===== config.mk =====
export PLATFORM = sky130hd
export DESIGN_NAME = sram_host
export DESIGN_NICKNAME = d
export VERILOG_FILES = /design/src/sram_host_pkg.sv /design/src/sram_host.sv
export SDC_FILE = /design/constraint.sdc
export NUM_CORES = 1
export LEC_CHECK = 0
export ABC_CLOCK_PERIOD_IN_PS = 6200
export BUFFER_PORTS_ARGS = -buffer_cell sky130_fd_sc_hd__buf_4
export CAP_MARGIN = 20
export CORE_MARGIN = 2
export CORE_UTILIZATION = 35
export DETAILED_ROUTE_END_ITERATION = 10
export PLACE_DENSITY = 0.58
export SLEW_MARGIN = 0
export SYNTH_ARGS = -nofsm -noshare
export SYNTH_HDL_FRONTEND = slang
export SYNTH_SLANG_ARGS = --single-unit

===== constraint.sdc =====
create_clock -name clk_in -period 6.2 [get_ports clk_in]
set_clock_uncertainty 0.15 [all_clocks]
set_input_delay 0.93 -clock clk_in [delete_from_list [all_inputs] [get_ports clk_in]]
set_output_delay 0.93 -clock clk_in [all_outputs]
set_load 0.005 [all_outputs]

===== src/sram_host_pkg.sv =====
// constants shared by the asynchronous static memory host controller
package sram_host_pkg;
  localparam int ADDR_W = 19;
  localparam int DATA_W = 8;
  localparam int CLK_PERIOD_NS = 8;
  // device timing, figures in ns
  localparam int T_CYCLE_NS = 55;
  localparam int T_ADDR_DATA_NS = 55;
  localparam int T_GATE_DATA_NS = 25;
  localparam int T_OFF_NS = 20;
  localparam int T_SETUP_DATA_NS = 25;
  localparam int T_HOLD_DATA_NS = 0;
  localparam int T_ADDR_END_NS = 40;
  localparam int T_PULSE_NS = 40;
  // cycle counts: least times round up
  localparam int READ_CYC = (T_ADDR_DATA_NS + CLK_PERIOD_NS - 1) / CLK_PERIOD_NS + 1;
  localparam int OFF_CYC = (T_OFF_NS + CLK_PERIOD_NS - 1) / CLK_PERIOD_NS;
  localparam int PULSE_MIN_CYC = (T_PULSE_NS + CLK_PERIOD_NS - 1) / CLK_PERIOD_NS;
  localparam int SD_OFF_CYC = (T_SETUP_DATA_NS + T_OFF_NS + CLK_PERIOD_NS - 1) / CLK_PERIOD_NS;
  localparam int PULSE_CYC = (SD_OFF_CYC > PULSE_MIN_CYC) ? SD_OFF_CYC : PULSE_MIN_CYC;
  localparam int HOLD_CYC = (T_HOLD_DATA_NS + CLK_PERIOD_NS - 1) / CLK_PERIOD_NS + 1;
  localparam int CNT_W = 4;
  localparam logic [DATA_W-1:0] DATA_RST = 8'h00;
  localparam logic [ADDR_W-1:0] ADDR_RST = 19'h00000;
  typedef enum logic [2:0] {
    ST_IDLE = 3'b000,
    ST_READ = 3'b001,
    ST_DONE = 3'b011,
    ST_WRITE = 3'b010,
    ST_HOLD = 3'b110,
    ST_TURN = 3'b111
  } state_t;
endpackage : sram_host_pkg


===== src/sram_host.sv =====
// host controller that drives a 512K x 8 asynchronous static memory
`timescale 1ns/1ps
// How it works
// - write spans select and write strobe low
// - data timed from write strobe rising edge
// - data set up before end, held after
// - address held through whole write pulse
// - address set before start, held past end
// - write pulse covers setup plus turn-off
// - host drives only after device released
// - write strobe high throughout reads
// - address valid before select falls
module sram_host
  import sram_host_pkg::*;
(
  input wire logic clk_in,
  input wire logic rstn_in,
  input wire logic req_valid_in,
  input wire logic req_write_in,
  input wire logic [ADDR_W-1:0] req_addr_in,
  input wire logic [DATA_W-1:0] req_wdata_in,
  output logic req_ready_out,
  output logic rd_valid_out,
  output logic [DATA_W-1:0] rd_data_out,
  output logic [ADDR_W-1:0] word_select_lines_out,
  output logic chip_sel_n_out,
  output logic write_n_out,
  output logic gate_n_out,
  input wire logic [DATA_W-1:0] byte_lines_in,
  output logic [DATA_W-1:0] byte_lines_out,
  output logic byte_lines_oe_out
);
  // ****************************************
  // reset and input synchronisers
  // ****************************************
  logic rst_s1_q, rst_n_q;
  always_ff @(posedge clk_in or negedge rstn_in) begin
    if (!rstn_in) begin
      rst_s1_q <= 1'b0;
      rst_n_q <= 1'b0;
    end else begin
      rst_s1_q <= 1'b1;
      rst_n_q <= rst_s1_q;
    end
  end
  // read data arrives from an unclocked device
  // two flops cost two cycles of read latency; the read wait is stretched to cover them
  logic [DATA_W-1:0] din_s1_q, din_s2_q;
  always_ff @(posedge clk_in or negedge rst_n_q) begin
    if (!rst_n_q) begin
      din_s1_q <= DATA_RST;
      din_s2_q <= DATA_RST;
    end else begin
      din_s1_q <= byte_lines_in;
      din_s2_q <= din_s1_q;
    end
  end
  // ****************************************
  // sequencer
  // ****************************************
  state_t state_q;
  logic [CNT_W-1:0] cnt_q;
  always_ff @(posedge clk_in or negedge rst_n_q) begin
    if (!rst_n_q) begin
      state_q <= ST_IDLE;
      cnt_q <= '0;
    end else begin
      unique case (state_q)
        ST_IDLE: begin
          cnt_q <= '0;
          // a request is taken on any idle edge; ready is a registered hint one cycle behind
          if (req_valid_in) begin
            state_q <= req_write_in ? ST_WRITE : ST_READ;
          end
        end
        ST_READ: begin
          cnt_q <= cnt_q + 4'h1;
          // two extra cycles let data pass the synchroniser
          if (cnt_q == CNT_W'(READ_CYC + 1)) begin
            state_q <= ST_DONE;
            cnt_q <= '0;
          end
        end
        ST_DONE: begin
          cnt_q <= cnt_q + 4'h1;
          if (cnt_q == CNT_W'(OFF_CYC - 1)) begin
            state_q <= ST_IDLE;
            cnt_q <= '0;
          end
        end
        ST_WRITE: begin
          cnt_q <= cnt_q + 4'h1;
          if (cnt_q == CNT_W'(PULSE_CYC - 1)) begin
            state_q <= ST_HOLD;
            cnt_q <= '0;
          end
        end
        ST_HOLD: begin
          cnt_q <= cnt_q + 4'h1;
          if (cnt_q == CNT_W'(HOLD_CYC - 1)) begin
            state_q <= ST_TURN;
            cnt_q <= '0;
          end
        end
        ST_TURN: begin
          state_q <= ST_IDLE;
          cnt_q <= '0;
        end
        default: begin
          state_q <= ST_IDLE;
          cnt_q <= '0;
        end
      endcase
    end
  end
  // ****************************************
  // pin drive
  // ****************************************
  always_ff @(posedge clk_in or negedge rst_n_q) begin
    if (!rst_n_q) begin
      word_select_lines_out <= ADDR_RST;
      byte_lines_out <= DATA_RST;
    end else if (state_q == ST_IDLE && req_valid_in) begin
      // address and data latched a cycle before any strobe falls
      word_select_lines_out <= req_addr_in;
      byte_lines_out <= req_wdata_in;
    end
  end
  always_ff @(posedge clk_in or negedge rst_n_q) begin
    if (!rst_n_q) begin
      chip_sel_n_out <= 1'b1;
      write_n_out <= 1'b1;
      gate_n_out <= 1'b1;
      byte_lines_oe_out <= 1'b0;
    end else begin
      // select stays low one cycle past the write strobe
      chip_sel_n_out <= !(state_q inside {ST_READ, ST_WRITE, ST_HOLD});
      write_n_out <= !(state_q == ST_WRITE);
      gate_n_out <= !(state_q == ST_READ);
      byte_lines_oe_out <= state_q inside {ST_WRITE, ST_HOLD};
    end
  end
  // ****************************************
  // user side
  // ****************************************
  always_ff @(posedge clk_in or negedge rst_n_q) begin
    if (!rst_n_q) begin
      req_ready_out <= 1'b0;
      rd_valid_out <= 1'b0;
      rd_data_out <= DATA_RST;
    end else begin
      req_ready_out <= (state_q == ST_IDLE) && !req_valid_in;
      rd_valid_out <= (state_q == ST_READ) && (cnt_q == CNT_W'(READ_CYC + 1));
      if ((state_q == ST_READ) && (cnt_q == CNT_W'(READ_CYC + 1))) begin
        rd_data_out <= din_s2_q;
      end
    end
  end
  // ****************************************
  // checks
  // ****************************************
  // cycles since the select last fell; saturates so a long idle spell never wraps into a short count
  logic sel_prev_n_q;
  logic [CNT_W-1:0] since_sel_q;
  always_ff @(posedge clk_in or negedge rst_n_q) begin
    if (!rst_n_q) begin
      sel_prev_n_q <= 1'b1;
      since_sel_q <= '1;
    end else begin
      sel_prev_n_q <= chip_sel_n_out;
      if (sel_prev_n_q && !chip_sel_n_out) begin
        since_sel_q <= CNT_W'(1);
      end else if (since_sel_q != '1) begin
        since_sel_q <= since_sel_q + CNT_W'(1);
      end
    end
  end
  // ****************************************
  // properties
  // ****************************************
  a_write_no_gate: assert property (@(posedge clk_in) disable iff (!rst_n_q)
    !write_n_out |-> gate_n_out && !chip_sel_n_out && byte_lines_oe_out) else $error("bad write strobes");
  a_write_pulse_len: assert property (@(posedge clk_in) disable iff (!rst_n_q)
    $fell(write_n_out) |-> !write_n_out [*6]) else $error("write pulse short");
  a_sel_after_we: assert property (@(posedge clk_in) disable iff (!rst_n_q)
    $rose(write_n_out) |-> !chip_sel_n_out) else $error("select rose with strobe");
  a_addr_stable_wr: assert property (@(posedge clk_in) disable iff (!rst_n_q)
    !write_n_out |-> $stable(word_select_lines_out)) else $error("address moved in write");
  a_read_we_high: assert property (@(posedge clk_in) disable iff (!rst_n_q)
    !gate_n_out |-> write_n_out && !byte_lines_oe_out) else $error("strobe low in read");
  // three quiet cycles after the gate rises cover the device's turn-off time
  a_turn_off_gap: assert property (@(posedge clk_in) disable iff (!rst_n_q)
    $rose(gate_n_out) |-> !byte_lines_oe_out [*3]) else $error("drive too early");
  a_read_len: assert property (@(posedge clk_in) disable iff (!rst_n_q)
    $fell(gate_n_out) |-> !gate_n_out [*8]) else $error("read too short");
  a_idle_deselect: assert property (@(posedge clk_in) disable iff (!rst_n_q)
    state_q == ST_IDLE |=> chip_sel_n_out) else $error("select low when idle");
  // write data and address stay put from the strobe fall until past the terminating edge
  a_wdata_steady: assert property (@(posedge clk_in) disable iff (!rst_n_q)
    !write_n_out |-> $stable(byte_lines_out) && byte_lines_oe_out) else $error("write data moved");
  a_wdata_hold: assert property (@(posedge clk_in) disable iff (!rst_n_q)
    $rose(write_n_out) |-> byte_lines_oe_out && $stable(byte_lines_out)) else $error("write data not held");
  a_addr_hold_end: assert property (@(posedge clk_in) disable iff (!rst_n_q)
    $rose(write_n_out) |-> $stable(word_select_lines_out)) else $error("address not held");
  a_addr_before_sel: assert property (@(posedge clk_in) disable iff (!rst_n_q)
    $fell(chip_sel_n_out) |-> $stable(word_select_lines_out)) else $error("address late for select");
  a_host_drive_gate: assert property (@(posedge clk_in) disable iff (!rst_n_q)
    byte_lines_oe_out |-> gate_n_out && !chip_sel_n_out) else $error("host drives while gate low");
  a_sel_low_len: assert property (@(posedge clk_in) disable iff (!rst_n_q)
    $fell(chip_sel_n_out) |-> !chip_sel_n_out [*5]) else $error("select pulse short");
  a_cycle_len: assert property (@(posedge clk_in) disable iff (!rst_n_q)
    $fell(chip_sel_n_out) |-> int'(since_sel_q) * CLK_PERIOD_NS >= T_CYCLE_NS) else $error("cycle too short");
endmodule : sram_host


==> metrics.md <==
| Metric | Value |
|---|---|
| Wire length reported by the detailed router | `4180 microns` |
| Register area share after synthesis | `0.691` |
| Final Net Count | `276` |
| Placer's final routability congestion estimate | `0.667` |
| Cell leakage power | `1.57 nW` |
| Status | `complete, no violations` |
| Total Routing Usage GR | `0.124` |
| Fillcell total | `620` |
| Sort of element at the start of the critical path | `flip-flop` |
| Seq cells post-synth | `66` |
| Total count of hold-check failures in the final report | `0` |
| Remaining Overflow, GRT | `0` |
| Number of instances in the synthesized netlist | `146` |
| Unique cell type count in the Yosys netlist | `30` |
| Cell count of the worst reg-to-reg path | `4` |
| Setup repair after global routing missed its margin | `no` |
| Ys Warns | `0` |
| Pins Over Slew Limit | `0` |
| Ranking of synthesized cells by instance count | `dfrtp_1 (63), mux2_2 (33), a21oi_1 (4), ha_1 (4), inv_1 (4)` |
| Shortest clock period the worst path allows after layout | `2030 ps` |
| Vias per inst | `4.57` |
| Final antenna diode count | `0` |
| Layout cell share with drive strength beyond 1 | `0.576` |
| Die outline area | `0.00753 sq mm` |
| Met2 usage in global routing | `0.196` |
| Die H | `86.8 microns` |
| Setup repair bufs after CTS | `0` |
| Family of cells with the greatest summed delay on the critical path | `flip-flops` |
| CTS root buf | `clkbuf_8` |
| Max_slew headroom | `0.483` |
| Row count | `30` |
| Classification of the worst setup path | `reg2out` |
| Library cell with the highest instance count after synthesis | `dfrtp_1` |
| Combined buffer and inverter count along the critical path | `1` |
| Dominant cells by area after synthesis | `dfrtp_1 (66%), mux2_2 (16%), dfstp_2 (3.3%), ha_1 (2.1%), buf_6 (1.4%)` |
| Met1 Resource Use GR | `0.149` |
| Number of buffers inserted for hold repair after clock tree synthesis | `0` |
| Count of cells along the worst hold path | `0` |
| Maximum net fanout on the critical path | `1` |
| Period utilisation layout | `0.327` |
| Post-synthesis net count | `189` |
| Maximum count of clock buffers along a single path | `2` |
| Req. time, crit path | `5120 ps` |
| Arrival @ worst endpoint | `950 ps` |
| Primary FF master, synth | `dfrtp_1` |
| Number of antenna violations at the first check in global routing | `0` |
| Post-detailed-route DRC marker count | `0` |
| DRT antenna net count | `0` |
| Achievable clock frequency | `0.493 GHz` |
| Cell Area, Placed | `0.00306 sq mm` |
| Initial Util | `0.357` |
| DRT iter0 DRCs | `59` |
| Core ar. | `0.00672 sq mm` |
| Via total after detailed routing | `1453` |
| Total stage count of the critical path | `1` |
| Avg Cell Area, Syn | `16.4 sq um` |
| Total power per unit cell area | `458 mW/mm^2` |
| Die width | `86.8 microns` |
| CTS Sinks | `66` |
| Final instance area | `0.00328 sq mm` |
| Synth async-reset ratio | `1.00` |
| Critical Path Slowest Stage Cell | `dfstp_2` |
| Placed wire-length estimate | `2860 microns` |
| Synth-to-layout area growth | `36.9%` |
| Number of levels the H-tree was split into | `3` |
| Met3 GRT Util | `0.0400` |
| Area share of the largest cell type after synthesis | `0.658` |
| Number of enable-type register cells in the synthesized netlist | `0` |
| Post-Route Setup TNS | `0 ps` |
| Largest area contributor in the synthesized netlist | `dfrtp_1` |
| List of cells traversed by the critical path | `buf_4` |
| Tightest Pin Transition | `776 ps` |
| Number of top-level pins | `80` |
| Combined area of all synthesized cells | `0.00240 sq mm` |
| Hold Path Class | `reg2reg` |
| First-pass GRT wire length | `7060 microns` |
| Post-CTS Resized | `0` |
| Pin count of the biggest net entering global routing | `65` |
| Pre-antenna DRT Iters | `4` |
| Clock tree from TritonCTS | `yes` |
| Worst setup EP type | `output pin` |
| Max-cap violations | `0` |
| Inserted Clock Buffers | `9` |
| Input/output buffers | `79` |
| Number of global-route vias before repair | `1490` |
| Most crowded layer after global routing | `met2` |
| Worst-Skew Late Latency | `340 ps` |
| Final setup violation count | `0` |
| Slowest cell delay on critical path | `520 ps` |
| Peak supply drop | `0.000211 V` |
| Clock slew seen by the registers of the worst setup and hold paths | `80 ps` |
| Average routed wire per standard cell | `13.2 microns` |
-- logic make-up after synthesis --
family,synth area share
flip-flops,0.691
multiplexers,0.164
AND/OR/NAND/NOR,0.0579
AO/OA/AOI/OAI,0.0308
buffers and inverters,0.0266
adder cells (fa/ha/maj),0.0209
XOR/XNOR,0.00731
other,0.00156
-- metal layers --
layer  part of all wire  up-vias
li1                   -      677
met1               0.41      727
met2               0.52       39
met3              0.049       10
met4              0.023        0
met5                  0        -
-- cells in the final DEF, fill, tap and decap left out, types with 3 or more instances in the layout --
cell,instances
mux2_2,33
a21oi_1,4
inv_1,4
nand3b_1,3
buf_4,81
clkbuf_8,9
dfrtp_1,62
dfstp_2,3
ha_1,4
nor2_1,3
-- report_power, final --
group          switching (mW)  internal (mW)
sequential             0.0867          0.578
combinational           0.149          0.287
clock                   0.173          0.230
-- sequential cells by signal, indices dropped and copies added (netlist names) --
register	flops
write_n_out	1
rd_data_out	8
din_s2_q	8
rd_valid_out	1
cnt_q	4
din_s1_q	8
byte_lines_oe_out	1
rst_n_q	1
gate_n_out	1
rst_s1_q	1
req_ready_out	1
byte_lines_out	8
word_select_lines_out	19
state_q	3
chip_sel_n_out	1
-- area by class of cell --
class	instances	area [sq um]	area share
flip-flops and latches	66	1660	0.505
clock inverters	7	100	0.0305
clock buffers	9	124	0.0377
multi-input cells	71	678	0.207
repair buffers	81	608	0.185
well taps	80	100	0.0305
inverters	4	15.0	0.00457
-- metrics by stage --
| stage | instances | power [mW] | hold WS, ps | setup WS, ps | util |
|---|---|---|---|---|---|
| 2_1_floorplan | 146 | 0.879 | 181 | 4030 | - |
| 3_3_place_gp | 302 | 1.11 | 182 | 3940 | 0.455 |
| 3_5_place_dp | 302 | 1.12 | 186 | 3940 | 0.455 |
| 4_1_cts | 318 | 1.53 | 196 | 4150 | 0.488 |
| 5_1_grt | 318 | 1.61 | 190 | 4130 | 0.488 |
| 6_report | 318 | 1.50 | 193 | 4170 | 0.488 |
-- final timing paths --
path	start	endpoint	slack, ps
setup / recovery	chip_sel_n_out$_DFF_PN1_	chip_sel_n_out	4170
hold / removal	din_s1_q[4]$_DFF_PN0_	din_s2_q[4]$_DFF_PN0_	190
setup reg to reg	state_q[2]$_DFFE_PN0P_	rd_data_out[1]$_DFFE_PN0P_	4280
hold reg to reg	din_s1_q[4]$_DFF_PN0_	din_s2_q[4]$_DFF_PN0_	190
max in group asynchronous	rst_n_q$_DFF_PN0_	byte_lines_oe_out$_DFF_PN0_	5120
min in group asynchronous	rstn_in	rst_n_q$_DFF_PN0_	210
(Power assumes the default switching activity.)
